File: src/mfr_pkg.sv
// Constants, carrier types and states of the flow readout serial slave
//
// Functional notes
// RULE_01 - RTU binary framing, 8N1, 19200 baud default
// RULE_02 - Default address from last two serial digits
// RULE_03 - Reply to reads with function code 03
// RULE_04 - Float sent as bytes 1, 0, 3, 2
// RULE_05 - Integers sent 1,0,3,2 or 1,0 order
// RULE_06 - 8-bit value: pad byte first, data second
// RULE_07 - Address, speed, framing configurable; listed values default
// RULE_08 - Drop bad-check or foreign frames silently
package mfr_pkg;

  // Clock and line rate
  localparam int CLK_HZ = 100_000_000;
  localparam int BAUD_DEFAULT = 19200;
  localparam logic [15:0] BAUD_DIV = 16'(CLK_HZ / BAUD_DEFAULT);

  // Silence that closes a request frame, in characters of ten bits
  localparam logic [6:0] GAP_CHARS = 7'h07;
  localparam logic [6:0] BITS_PER_CHAR = 7'h0A;
  localparam logic [6:0] GAP_BITS = 7'(GAP_CHARS * BITS_PER_CHAR);

  // Request layout and protocol codes
  localparam logic [3:0] REQ_LEN = 4'h8;
  localparam logic [7:0] BROADCAST = 8'h00;
  localparam logic [7:0] FUNC_READ = 8'h03;
  localparam logic [7:0] EXC_FLAG = 8'h80;
  localparam logic [7:0] EXC_NONE = 8'h00;
  localparam logic [7:0] EXC_FUNC = 8'h01;
  localparam logic [7:0] EXC_ADDR = 8'h02;

  // Register map, in register numbers
  localparam logic [15:0] REG_FLOW = 16'h0006;
  localparam logic [15:0] REG_TOTAL = 16'h0008;
  localparam logic [15:0] REG_ADDR = 16'h000A;
  localparam logic [16:0] REG_END = 17'h0000B;

  // Check sequence
  localparam logic [15:0] CRC_INIT = 16'hFFFF;
  localparam logic [15:0] CRC_POLY = 16'hA001;

  // Parity modes
  localparam logic [1:0] PAR_NONE = 2'h0;
  localparam logic [1:0] PAR_EVEN = 2'h1;
  localparam logic [1:0] PAR_ODD = 2'h2;

  typedef struct packed {
    logic [15:0] bitDiv;
    logic [1:0] parity;
    logic twoStop;
  } mfr_line_cfg_t;

  typedef enum {ST_RX, ST_CHECK, ST_TX} mfr_state_t;

  function automatic logic [15:0] crc_step(input logic [15:0] crc, input logic [7:0] data);
    logic [15:0] c;
    c = crc ^ {8'h00, data};
    for (int i = 0; i < 8; i++)
    begin
      c = c[0] ? ((c >> 1) ^ CRC_POLY) : (c >> 1);
    end
    return c;
  endfunction

endpackage

File: src/mfr_uart.sv
// Character receiver and transmitter of the serial link
`timescale 1ns/1ps
`default_nettype none
module mfr_uart
(
  input wire logic mclk, // System clock
  input wire logic rst, // Synchronous reset
  input wire mfr_pkg::mfr_line_cfg_t cfg, // Bit period and framing
  input wire logic rxLine, // Receive line, idle high
  output logic rxIdle, // No character in progress
  output logic rxValid, // Character received
  output logic [7:0] rxData, // Received byte
  output logic rxErr, // Stop or parity fault
  input wire logic txGo, // Start a character
  input wire logic [7:0] txByte, // Byte to send
  output logic txBusy, // Character in progress
  output logic txLine // Transmit line
);

  logic [11:0] txSh_r;
  logic [3:0] txLeft_r;
  logic [15:0] txTmr_r;
  logic [9:0] rxSh_r;
  logic [3:0] rxIdx_r;
  logic [15:0] rxTmr_r;
  logic rxOn_r;

  wire parOn = cfg.parity != mfr_pkg::PAR_NONE;
  wire oddPar = cfg.parity == mfr_pkg::PAR_ODD;
  wire txPar = (^txByte) ^ oddPar;
  // Start, eight data, optional parity, one or two stop bits
  wire [11:0] txFrame = parOn ? {2'b11, txPar, txByte, 1'b0} : {3'b111, txByte, 1'b0}; // [RULE_01]
  // One tick per bit plus a closing tick at the end of the last stop bit
  wire [3:0] txTicks = 4'hB + {3'h0, parOn} + {3'h0, cfg.twoStop};
  wire [3:0] rxLast = parOn ? 4'hA : 4'h9;
  wire parBad = parOn && (rxSh_r[9] != ((^rxSh_r[8:1]) ^ oddPar));

  assign txBusy = txLeft_r != 4'h0;
  assign rxIdle = !rxOn_r && rxLine;

  ////////////////////////////////////////////////////////////////////////////////
  // Transmitter
  always_ff @(posedge mclk)
  begin
    if (rst)
    begin
      txSh_r <= 12'hFFF;
      txLeft_r <= 4'h0;
      txTmr_r <= 16'h0000;
      txLine <= 1'b1;
    end
    else if (txGo && !txBusy)
    begin
      txSh_r <= txFrame;
      txLeft_r <= txTicks;
      txTmr_r <= 16'h0000;
    end
    else if (txBusy && txTmr_r != 16'h0000)
      txTmr_r <= txTmr_r - 16'h0001;
    else if (txBusy)
    begin
      txLine <= txSh_r[0];
      txSh_r <= {1'b1, txSh_r[11:1]};
      txTmr_r <= cfg.bitDiv - 16'h0001;
      txLeft_r <= txLeft_r - 4'h1;
    end
  end

  ////////////////////////////////////////////////////////////////////////////////
  // Receiver, sampling each bit at its middle
  always_ff @(posedge mclk)
  begin
    if (rst)
    begin
      rxOn_r <= 1'b0;
      rxIdx_r <= 4'h0;
      rxTmr_r <= 16'h0000;
      rxSh_r <= 10'h000;
      rxValid <= 1'b0;
      rxData <= 8'h00;
      rxErr <= 1'b0;
    end
    else
    begin
      rxValid <= 1'b0;
      if (!rxOn_r)
      begin
        if (!rxLine)
        begin
          rxOn_r <= 1'b1;
          rxIdx_r <= 4'h0;
          rxTmr_r <= {1'b0, cfg.bitDiv[15:1]};
        end
      end
      else if (rxTmr_r != 16'h0000)
        rxTmr_r <= rxTmr_r - 16'h0001;
      else
      begin
        rxTmr_r <= cfg.bitDiv - 16'h0001;
        rxIdx_r <= rxIdx_r + 4'h1;
        if (rxIdx_r != rxLast)
          rxSh_r[rxIdx_r] <= rxLine;
        // A start bit that is high at its middle was a glitch
        if (rxIdx_r == 4'h0 && rxLine)
          rxOn_r <= 1'b0;
        if (rxIdx_r == rxLast)
        begin
          rxOn_r <= 1'b0;
          rxValid <= 1'b1;
          rxData <= rxSh_r[8:1];
          rxErr <= !rxLine || parBad; // [RULE_01]
        end
      end
    end
  end

endmodule
`default_nettype wire

File: src/mfr_modbus_readout.sv
// Serial slave that answers holding-register reads of flow and consumption
`timescale 1ns/1ps
`default_nettype none
module mfr_modbus_readout
#(
  parameter logic [15:0] DEFAULT_DIV = mfr_pkg::BAUD_DIV
)
(
  input wire logic mclk, // System clock
  input wire logic rst, // Synchronous reset
  input wire logic busIn, // Line receiver output
  output logic busOut, // Line driver input
  output logic busOe, // Line driver enable
  input wire logic [31:0] flowValue, // Flow rate, float bits
  input wire logic [31:0] totalValue, // Consumption, unsigned
  input wire logic [7:0] serialDigits, // Last two serial digits, BCD
  input wire logic [7:0] cfgAddr, // Bus address, zero selects default
  input wire logic [15:0] cfgBaudDiv, // Clocks per bit, zero selects default
  input wire logic [1:0] cfgParity, // Parity mode
  input wire logic cfgTwoStop, // Two stop bits
  output logic replyDone, // Reply finished
  output logic frameDropped // Request discarded
);

  mfr_pkg::mfr_state_t state_r;
  logic [7:0] req_r [0:7];
  logic [3:0] rxCnt_r;
  logic rxBad_r;
  logic [15:0] rxCrc_r;
  logic [23:0] gap_r;
  logic [3:0] txIdx_r;
  logic [15:0] txCrc_r;
  logic [7:0] excCode_r;
  logic [2:0] off_r;
  logic [2:0] qty_r;
  logic [31:0] flowSnap_r;
  logic [31:0] totSnap_r;
  logic [7:0] addrSnap_r;

  mfr_pkg::mfr_line_cfg_t lineCfg;
  logic rxIdle;
  logic rxValid;
  logic [7:0] rxData;
  logic rxErr;
  logic txBusy;
  logic txLine;

  ////////////////////////////////////////////////////////////////////////////////
  // Configuration and address
  wire [7:0] serialAddr = ({4'h0, serialDigits[7:4]} * 8'h0A) + {4'h0, serialDigits[3:0]};
  wire [7:0] ownAddr = (cfgAddr != mfr_pkg::BROADCAST) ? cfgAddr : serialAddr; // [RULE_02]
  wire [15:0] bitDiv = (cfgBaudDiv != 16'h0000) ? cfgBaudDiv : DEFAULT_DIV; // [RULE_07]
  assign lineCfg = {bitDiv, cfgParity, cfgTwoStop}; // [RULE_07]
  wire [23:0] gapLimit = {8'h00, bitDiv} * {17'h00000, mfr_pkg::GAP_BITS};

  ////////////////////////////////////////////////////////////////////////////////
  // Request decode
  wire [15:0] reqStart = {req_r[2], req_r[3]};
  wire [15:0] reqQty = {req_r[4], req_r[5]};
  wire [16:0] reqEnd = {1'b0, reqStart} + {1'b0, reqQty};
  wire addrOk = req_r[0] == ownAddr && req_r[0] != mfr_pkg::BROADCAST;
  wire frameOk = rxCnt_r == mfr_pkg::REQ_LEN && !rxBad_r && rxCrc_r == 16'h0000 && addrOk; // [RULE_08]
  wire funcOk = req_r[1] == mfr_pkg::FUNC_READ;
  wire rangeOk = reqQty != 16'h0000 && reqStart >= mfr_pkg::REG_FLOW && reqEnd <= mfr_pkg::REG_END;
  wire [7:0] excNow = !funcOk ? mfr_pkg::EXC_FUNC : (rangeOk ? mfr_pkg::EXC_NONE : mfr_pkg::EXC_ADDR);
  wire gapHit = rxCnt_r != 4'h0 && gap_r >= gapLimit;

  ////////////////////////////////////////////////////////////////////////////////
  // Reply byte selection
  wire isExc = excCode_r != mfr_pkg::EXC_NONE;
  wire [3:0] payLen = isExc ? 4'h3 : 4'h3 + {qty_r, 1'b0};
  wire [3:0] k = txIdx_r - 4'h3;
  wire [2:0] word = off_r + k[3:1];
  // Low register of each pair carries bytes 1,0 and the high one bytes 3,2
  wire [15:0] wordVal = (word == 3'h0) ? flowSnap_r[15:0] : // [RULE_04]
    (word == 3'h1) ? flowSnap_r[31:16] : // [RULE_04]
    (word == 3'h2) ? totSnap_r[15:0] : // [RULE_05]
    (word == 3'h3) ? totSnap_r[31:16] : // [RULE_05]
    {8'h00, addrSnap_r}; // [RULE_06]
  wire [7:0] dataByte = k[0] ? wordVal[7:0] : wordVal[15:8]; // [RULE_05]
  wire [7:0] funcByte = isExc ? (req_r[1] | mfr_pkg::EXC_FLAG) : mfr_pkg::FUNC_READ; // [RULE_03]
  wire [7:0] thirdByte = isExc ? excCode_r : {4'h0, qty_r, 1'b0};
  wire [7:0] payByte = (txIdx_r == 4'h0) ? addrSnap_r :
    (txIdx_r == 4'h1) ? funcByte :
    (txIdx_r == 4'h2) ? thirdByte : dataByte;
  wire [7:0] txByte = (txIdx_r < payLen) ? payByte :
    (txIdx_r == payLen) ? txCrc_r[7:0] : txCrc_r[15:8];
  wire inTx = state_r == mfr_pkg::ST_TX;
  wire txGo = inTx && !txBusy && txIdx_r != payLen + 4'h2;
  wire txDone = inTx && !txBusy && txIdx_r == payLen + 4'h2;
  // Own transmission is not heard back
  wire rxLine = busOe | busIn;

  mfr_uart u_uart
  (
    .mclk(mclk),
    .rst(rst),
    .cfg(lineCfg),
    .rxLine(rxLine),
    .rxIdle(rxIdle),
    .rxValid(rxValid),
    .rxData(rxData),
    .rxErr(rxErr),
    .txGo(txGo),
    .txByte(txByte),
    .txBusy(txBusy),
    .txLine(txLine)
  );

  ////////////////////////////////////////////////////////////////////////////////
  // Request buffer
  always_ff @(posedge mclk)
  begin
    if (state_r == mfr_pkg::ST_RX && rxValid && rxCnt_r < mfr_pkg::REQ_LEN)
      req_r[rxCnt_r[2:0]] <= rxData;
  end

  ////////////////////////////////////////////////////////////////////////////////
  // Sequencer
  always_ff @(posedge mclk)
  begin
    if (rst)
    begin
      state_r <= mfr_pkg::ST_RX;
      rxCnt_r <= 4'h0;
      rxBad_r <= 1'b0;
      rxCrc_r <= mfr_pkg::CRC_INIT;
      gap_r <= 24'h000000;
      txIdx_r <= 4'h0;
      txCrc_r <= mfr_pkg::CRC_INIT;
      excCode_r <= mfr_pkg::EXC_NONE;
      off_r <= 3'h0;
      qty_r <= 3'h0;
      flowSnap_r <= 32'h00000000;
      totSnap_r <= 32'h00000000;
      addrSnap_r <= 8'h00;
      busOut <= 1'b1;
      busOe <= 1'b0;
      replyDone <= 1'b0;
      frameDropped <= 1'b0;
    end
    else
    begin
      busOut <= txLine;
      busOe <= inTx;
      replyDone <= txDone;
      frameDropped <= state_r == mfr_pkg::ST_CHECK && !frameOk; // [RULE_08]
      unique case (state_r)
        mfr_pkg::ST_RX:
        begin
          gap_r <= (!rxIdle || rxCnt_r == 4'h0) ? 24'h000000 : gap_r + 24'h000001;
          if (rxValid)
          begin
            if (rxCnt_r != 4'hF)
              rxCnt_r <= rxCnt_r + 4'h1;
            rxBad_r <= rxBad_r | rxErr;
            rxCrc_r <= mfr_pkg::crc_step(rxCrc_r, rxData);
          end
          if (gapHit)
            state_r <= mfr_pkg::ST_CHECK;
        end
        mfr_pkg::ST_CHECK:
        begin
          rxCnt_r <= 4'h0;
          rxBad_r <= 1'b0;
          rxCrc_r <= mfr_pkg::CRC_INIT;
          gap_r <= 24'h000000;
          txIdx_r <= 4'h0;
          txCrc_r <= mfr_pkg::CRC_INIT;
          excCode_r <= excNow;
          off_r <= 3'(reqStart - mfr_pkg::REG_FLOW);
          qty_r <= reqQty[2:0];
          flowSnap_r <= flowValue;
          totSnap_r <= totalValue;
          addrSnap_r <= ownAddr;
          state_r <= frameOk ? mfr_pkg::ST_TX : mfr_pkg::ST_RX; // [RULE_08]
        end
        mfr_pkg::ST_TX:
        begin
          if (txGo)
          begin
            txIdx_r <= txIdx_r + 4'h1;
            if (txIdx_r < payLen)
              txCrc_r <= mfr_pkg::crc_step(txCrc_r, payByte); // [RULE_03]
          end
          if (txDone)
            state_r <= mfr_pkg::ST_RX;
        end
      endcase
    end
  end

  ////////////////////////////////////////////////////////////////////////////////
  // Checks
  property p_default_baud;
    @(posedge mclk) disable iff (rst)
    (cfgBaudDiv == 16'h0000) |-> (lineCfg.bitDiv == DEFAULT_DIV && gapLimit == DEFAULT_DIV * 70);
  endproperty
  a_default_baud: assert property (p_default_baud) else $error("default bit period wrong"); // [RULE_01]

  property p_addr_only;
    @(posedge mclk) disable iff (rst)
    $rose(busOe) |-> (req_r[0] == addrSnap_r && addrSnap_r != 8'h00);
  endproperty
  a_addr_only: assert property (p_addr_only) else $error("reply to foreign address"); // [RULE_02]

  property p_func_byte;
    @(posedge mclk) disable iff (rst)
    (txGo && txIdx_r == 4'h1 && !isExc) |-> (txByte == 8'h03 && req_r[1] == 8'h03);
  endproperty
  a_func_byte: assert property (p_func_byte) else $error("function byte wrong"); // [RULE_03]

  property p_crc_tail;
    @(posedge mclk) disable iff (rst)
    (txGo && txIdx_r == payLen + 4'h1) |-> (txByte == txCrc_r[15:8]) ##1 !txGo[*2];
  endproperty
  a_crc_tail: assert property (p_crc_tail) else $error("check sequence tail wrong"); // [RULE_03]

  property p_float_order;
    @(posedge mclk) disable iff (rst)
    (txGo && !isExc && off_r == 3'h0 && txIdx_r == 4'h3) |-> txByte == flowSnap_r[15:8];
  endproperty
  a_float_order: assert property (p_float_order) else $error("float byte order wrong"); // [RULE_04]

  property p_int_order;
    @(posedge mclk) disable iff (rst)
    (txGo && !isExc && off_r == 3'h2 && txIdx_r == 4'h5) |-> txByte == totSnap_r[31:24];
  endproperty
  a_int_order: assert property (p_int_order) else $error("integer byte order wrong"); // [RULE_05]

  property p_byte_pad;
    @(posedge mclk) disable iff (rst)
    (txGo && !isExc && off_r == 3'h4 && txIdx_r == 4'h3) |-> txByte == 8'h00;
  endproperty
  a_byte_pad: assert property (p_byte_pad) else $error("pad byte not zero"); // [RULE_06]

  property p_cfg_addr;
    @(posedge mclk) disable iff (rst)
    (state_r == mfr_pkg::ST_CHECK && frameOk && cfgAddr != 8'h00) |=> req_r[0] == $past(cfgAddr);
  endproperty
  a_cfg_addr: assert property (p_cfg_addr) else $error("configured address ignored"); // [RULE_07]

  property p_drop_bad;
    @(posedge mclk) disable iff (rst)
    (state_r == mfr_pkg::ST_CHECK && (rxCrc_r != 16'h0000 || !addrOk)) |=> !busOe[*3];
  endproperty
  a_drop_bad: assert property (p_drop_bad) else $error("bad frame answered"); // [RULE_08]

endmodule
`default_nettype wire

File: config.mk
export PLATFORM = sky130hd
export DESIGN_NAME = mfr_modbus_readout
export DESIGN_NICKNAME = d
export VERILOG_FILES = /design/src/mfr_pkg.sv /design/src/mfr_uart.sv /design/src/mfr_modbus_readout.sv
export SDC_FILE = /design/constraint.sdc
export NUM_CORES = 1
export LEC_CHECK = 0
export BUFFER_PORTS_ARGS = -buffer_cell sky130_fd_sc_hd__clkbuf_2
export CAP_MARGIN = 40
export CORE_ASPECT_RATIO = 2
export CORE_MARGIN = 5
export CORE_UTILIZATION = 50
export DETAILED_ROUTE_END_ITERATION = 8
export PLACE_DENSITY = 0.66
export SYNTH_ARGS = -nofsm -noshare
export SYNTH_HDL_FRONTEND = slang
export SYNTH_HIERARCHICAL = 1
export SYNTH_SLANG_ARGS = --single-unit
File: constraint.sdc
create_clock -name mclk -period 8.4 [get_ports mclk]
set_input_delay 0.84 -clock mclk [delete_from_list [all_inputs] [get_ports mclk]]
set_output_delay 0.84 -clock mclk [all_outputs]
set_load 0.05 [all_outputs]
==> results.toml, run 1 <==
[min_path]
min-delay-start = "u_uart/txLine"
holdCritPathClass = "reg2reg"

[setup_path]
cp-startpoint = "cfgBaudDiv[8]"
cp-end-kind = "register"
critPathMostFrequentCell = "sky130_fd_sc_hd__ha_1"
critical-path-slowest-cell = "sky130_fd_sc_hd__o41ai_1"
crit_path_max_fanout = 9
critical_path_required_ns = 8.85
criticalPathCategory = "in2reg"
critical_path.startpoint_type = "primary input"
critPathArrivalTime_ns = 7.81
max_stage_delay_ns = 0.62
r2r_start = "txIdx_r[0]"

[timing]
setup_viol = 0
finalSetupTns_ns = 0
tightest_pin_transition_ns = 0.897
period_needed_ns = 7.37
grt_setup_unrepaired = "false"
slew_headroom_pct = 40.2
max_freq_mhz = 136
layout_setup_ws_ns = 1.03
finalHoldViolCount = 0
skew_ns = 0.0167
hold-worst-slack_ns = 0.441
final-max-slew-violation-count = 0
finalCritPeriodShare_pct = 87.7

[clock_tree]
path_clk_slew_ns = 0.07
cts_setup_buffers = 0
tritoncts.num_buffers = 25
number_of_gates_resized_after_cts = 0
cts_tree = "built"
clkSinkCount = 270
cts.htree.levels = 1
clock_path_buffers = 3
cts_root_buffer = "sky130_fd_sc_hd__clkbuf_16"
worstSkewPairLatency_ns = 0.53
holdBufCountCts = 0

[global_route]
global_route.overflow_total = 0
grt_start_max_net_pins = 84
grt_antenna_before_repair = 0
grt_first_pass_wirelength_um = 67300
first_global_vias = 13400
grt_util_all_layers_pct = 22.8

[place]
hpwlAfterDp_um = 32600
place_worst_setup_slack_ns = 0.522
gp_congestion = 0.981
dp.cells = 2248
io_buffer_count = 105
placed_area_um2 = 17200

[detailed_routing]
viasPerCell = 5.79
drt-wirelength-per-cell_um = 18.4
detailroute.via_count = 13300
1st_iter_drt_viols = 695
drc = 0
final_antenna_net_count = 0
routed_wirelength_um = 42300
drtPass1Iterations = 7

[layout]
n_fill_cell = 3010
number_of_nets_in_the_layout = 2088
finalInstanceArea_um2 = 18000
post_route_cells_drive_above_1_share_pct = 12.4
layout.core_utilization_pct = 56.0
antenna_cells_inserted = 0
layout-area-overhead-vs-synth_pct = 10.8
final_cell_count_no_fill = 2293

[outcome]
outcome = "finished clean"

[pwr]
pwr-share-seq_pct = 41.6
total_power_mw = 3.39
switching_share_pct = 28.7
power_report.internal_total_mw = 2.42
share_clk_of_total_power_pct = 35.8
p_leak_nw = 6.98
comb_power_share_pct = 22.5
pwr_density_cell_nw_per_um2 = 188
ir_worst_vdd_v = 0.000158
p_sw_uw = 974

[synth]
synth_warn = 6
synth.area.top_cells = "sky130_fd_sc_hd__dfxtp_1 (27%), sky130_fd_sc_hd__ha_1 (9.3%), sky130_fd_sc_hd__edfxtp_1 (8.9%)"
yosysSeqAreaShare_pct = 36.2
syn_inst = 1775
synthesis.nets = 2014
yosys.cell_types.count = 87
async_reset_ff_share_pct = 0
synthFlopType = "sky130_fd_sc_hd__dfxtp_1"
synth_edf_count = 48
synth.ff_latch_count = 270
netlist_area_um2 = 16300
yosysTopAreaCell = "sky130_fd_sc_hd__dfxtp_1"
ys_top_cells_by_count = "sky130_fd_sc_hd__dfxtp_1 (222), sky130_fd_sc_hd__nor2_1 (182), sky130_fd_sc_hd__ha_1 (121)"
netlist.area_leader.share_pct = 27.3
synth.avg_cell_area_um2 = 9.17
synthMostInstantiatedCell = "sky130_fd_sc_hd__dfxtp_1"

[floorplan]
dieWidth_um = 138
chipHeight_um = 265
num_rows = 93
start_util_pct = 50.5
fp.coreArea_um2 = 32200
pin_count = 106
floorplan.die_area_um2 = 36500

[job]
maxCapViolations = 0
## power by group through the flow
stage / sequential [mW] / combinational, mW / clock (mW)
CTS: 1.41 / 0.769 / 1.25
global route: 1.42 / 0.869 / 1.30
floorplan: 1.43 / 0.586 / 0
finish: 1.41 / 0.764 / 1.22
global placement: 1.44 / 0.740 / 0
detailed placement: 1.44 / 0.765 / 0
## cells by family (layout without fill, tap and decap cells)
kind of cell	count (synthesis)	count (layout)	synth area share (%)
AND/OR/NAND/NOR	599	599	18.7
AO/OA/AOI/OAI	323	323	13.2
flip-flops	270	270	36.2
multiplexers	121	121	8.17
XOR/XNOR	137	137	7.89
adder cells (fa/ha/maj)	137	137	11.3
buffers and inverters	188	279	4.66
## cells in the final DEF (no fill, tap or decap), drive strengths merged, types with 9 or more instances in the layout
master | synthesis | final
dfxtp | 222 | 222
o21ai | 67 | 67
and2 | 12 | 12
fa | 16 | 16
xnor2 | 78 | 78
or3 | 13 | 13
mux2 | 15 | 15
ha | 121 | 121
mux2i | 98 | 98
a211oi | 36 | 36
or4 | 10 | 10
xor2 | 56 | 56
nand4 | 27 | 27
o21a | 11 | 11
nor3 | 42 | 42
nand3b | 9 | 9
nand2b | 30 | 30
nor2b | 20 | 20
inv | 104 | 105
o22ai | 14 | 14
nand2 | 118 | 118
a221o | 10 | 10
nand3 | 47 | 47
or2 | 11 | 11
nor4 | 35 | 35
a21o | 22 | 22
a21oi | 76 | 76
a31oi | 12 | 12
nor2 | 184 | 184
edfxtp | 48 | 48
clkbuf | 58 | 140
buf | 22 | 23
nor3b | 12 | 12
o211ai | 18 | 18
and3 | 10 | 10
## worst paths after layout
check | end | slack, ns | cells past startpoint
setup / recovery | state_r[1] | 1.03 | 34
hold / removal | busOut | 0.44 | 1
setup reg to reg | txCrc_r[0] | 3.15 | 18
hold reg to reg | busOut | 0.44 | 1
## area by class of cell
| class | instances | area (um^2) | area share, % |
|---|---|---|---|
| flip-flops and latches | 270 | 5890 | 32.6 |
| multi-input cells | 1317 | 9640 | 53.5 |
| inverters | 107 | 402 | 2.23 |
| clock buffers | 35 | 728 | 4.04 |
| repair buffers | 128 | 699 | 3.88 |
| clock inverters | 9 | 146 | 0.812 |
| well taps | 427 | 534 | 2.96 |
## registers in the layout, summed over array words and instances, names as in the netlist, 8 cells and up
signal,flops
txCrc_r,16
u_uart/rxTmr_r,16
u_uart/txTmr_r,16
req_r,48
rxCrc_r,16
flowSnap_r,32
totSnap_r,32
u_uart/rxSh_r,9
gap_r,24
addrSnap_r,8
u_uart/txSh_r,10
u_uart/rxData,8
## worst max-delay path, delay by kind of cell
kind | cells | cell delay [ns]
compound gates | 14 | 2.99
xor+xnor | 1 | 0.15
fa+ha+maj | 6 | 1.58
buf+inv | 3 | 0.34
simple gates | 10 | 1.92
## layer usage
| layer | part of all wire [%] | wire length (um) | track usage (%) |
|---|---|---|---|
| met1 | 35 | 14700 | 22.4 |
| met4 | 6.3 | 2680 | 13.0 |
| met3 | 3.4 | 1430 | 2.18 |
| met2 | 56 | 23500 | 44.6 |
| met5 | 0 | 0 | 0 |
Note: power is estimated with default switching activity, not from simulation.
==> inputs of run 2 (changes only) <==
- RECOVER_POWER: default -> 100
==> run 2 against run 1 <==
- the flow now finishes with violations (max-capacitance violations, max-slew violations)
- first-iteration DRC count increased by 12%
- sequential share of layout area is 0.21 points higher
- non-clock buffer count unchanged
- register-to-register slack worse by 1.8 ns
- hold slack hardly changed
- final cell count did not move
- fmax shrank 1.4%
- critical path depth stayed put
- largest power group unchanged
==> results.toml, run 2 (synthesis results as in run 1) <==
[outcome]
outcome = "complete, but fails checks"
failed_checks = "max-capacitance violations, max-slew violations"

[setup_path]
rrSetupSlack_ns = 1.38
cp-end-kind = "register"
critical-path-slowest-cell = "sky130_fd_sc_hd__o41ai_1"
crit_path_max_fanout = 9
critical_path.startpoint_type = "primary input"
critPathMostFrequentCell = "sky130_fd_sc_hd__ha_1"
max_stage_delay_ns = 0.62
worstReg2RegEnd = "txCrc_r[0]"
r2r_start = "txIdx_r[0]"
cp-startpoint = "cfgBaudDiv[8]"
rr_worst_depth = 18
critPathArrivalTime_ns = 7.71
criticalPathCategory = "in2reg"
critical_path_required_ns = 8.64

[detailed_routing]
drtPass1Iterations = 5
viasPerCell = 5.78
drc = 0
routed_wirelength_um = 42200
1st_iter_drt_viols = 775
detailroute.via_count = 13200
drt-wirelength-per-cell_um = 18.4
final_antenna_net_count = 0

[floorplan]
floorplan.die_area_um2 = 36500
pin_count = 106
start_util_pct = 50.5
fp.coreArea_um2 = 32200
chipHeight_um = 265
num_rows = 93
dieWidth_um = 138

[timing]
setup_viol = 0
finalSetupTns_ns = 0
max_freq_mhz = 134
period_needed_ns = 7.47
layout_setup_ws_ns = 0.930
skew_ns = 0.0151
slew_headroom_pct = -133
grt_setup_unrepaired = "false"
finalHoldViolCount = 0
tightest_pin_transition_ns = 3.50
final-max-slew-violation-count = 231
finalCritPeriodShare_pct = 88.9

[layout]
layout-area-overhead-vs-synth_pct = 10.1
finalInstanceArea_um2 = 17900
largest_reg_flops = 48
number_of_nets_in_the_layout = 2088
antenna_cells_inserted = 0
mostFrequentLayoutCell = "sky130_fd_sc_hd__dfxtp_1"
commonest_cells_after_routing_fill_and_taps_aside = "sky130_fd_sc_hd__dfxtp_1 (222), sky130_fd_sc_hd__nor2_1 (183), sky130_fd_sc_hd__ha_1 (121), sky130_fd_sc_hd__nand2_1 (118), sky130_fd_sc_hd__inv_1 (104)"
layout.core_utilization_pct = 55.6
post_route_cells_drive_above_1_share_pct = 11.0

[clock_tree]
cts_root_buffer = "sky130_fd_sc_hd__clkbuf_16"
number_of_gates_resized_after_cts = 0
holdBufCountCts = 0
path_clk_slew_ns = 0.07
worstSkewPairLatency_ns = 0.53
tritoncts.num_buffers = 25
cts_tree = "built"
clkSinkCount = 270
clock_path_buffers = 3
cts_setup_buffers = 0
cts.htree.levels = 1

[min_path]
worst_hold_path_depth = 1
holdCritPathClass = "reg2reg"
min-delay-start = "u_uart/txLine"
worst_hold_endpoint = "busOut"

[global_route]
grt_first_pass_wirelength_um = 67300
grt_util_all_layers_pct = 22.8
global_route.overflow_total = 0
grt_start_max_net_pins = 84
first_global_vias = 13400
grt_antenna_before_repair = 0

[place]
place_worst_setup_slack_ns = 0.522
placed_area_um2 = 17200
gp_congestion = 0.981
hpwlAfterDp_um = 32600
io_buffer_count = 105

[pwr]
p_leak_nw = 6.90
total_power_mw = 3.39
pwr_density_cell_nw_per_um2 = 189
ir_worst_vdd_v = 0.000157

[job]
maxCapViolations = 4
## run 2: changes by cell type in the layout (fill, tap and decap cells not counted), moves of 2 or more
cell,delta
sky130_fd_sc_hd__xnor2_2,-3
sky130_fd_sc_hd__clkbuf_2,-5
sky130_fd_sc_hd__o21ai_0,+3
sky130_fd_sc_hd__o21ai_1,-3
sky130_fd_sc_hd__buf_4,-9
sky130_fd_sc_hd__and2_1,-2
sky130_fd_sc_hd__and2_0,+2
sky130_fd_sc_hd__clkbuf_1,+18
sky130_fd_sc_hd__xnor2_1,+4
sky130_fd_sc_hd__buf_2,-4
## run 2: critical path: cells and delay by family
| kind | cells | cell delay, ns |
|---|---|---|
| AOI/OAI and AO/OA | 14 | 2.77 |
| and+or+nand+nor | 10 | 2.04 |
| adders and majority gates | 6 | 1.53 |
| buffers and inverters | 3 | 0.34 |
| xor gates and xnor gates | 1 | 0.20 |
## run 2: power by group
group / total [mW] / switching (mW) / internal (mW) / leakage, nW
registers: 1.41 / 0.0429 / 1.37 / 2.13
clock network: 1.22 / 0.490 / 0.726 / 0.439
logic: 0.763 / 0.442 / 0.322 / 4.33
total: 3.39 / 0.974 / 2.42 / 6.90
## run 2: worst max-delay path by stage
stage | to | slack, ns | cells past startpoint
6_report | state_r[1] | 0.93 | 34
5_1_grt | state_r[1] | 0.29 | 34
4_1_cts | state_r[1] | 1.08 | 34
3_5_place_dp | state_r[1] | 0.52 | 34
3_3_place_gp | state_r[1] | 0.76 | 34
2_1_floorplan | state_r[1] | 1.46 | 32
## run 2: metrics by stage
step                cells  hold slack [ns]
finish               2293            0.441
global route         2293            0.478
CTS                  2292            0.447
detailed placement   2248            0.430
global placement     2240            0.429
floorplan            1775            0.414
## run 2: layout make-up
cell class,count,area [um^2]
Clock buffer,35,728
Inverter,107,402
Fill cell,3038,14300
Sequential cell,270,5890
Tap cell,427,534
Clock inverter,9,146
Timing Repair Buffer,128,654
Multi-Input combinational cell,1317,9570
## run 2: layer usage
metal	track usage [%]	share of wire (%)
met1	22.4	35
met2	44.6	55
met3	2.18	3.4
met4	13.0	6.6
met5	0	0
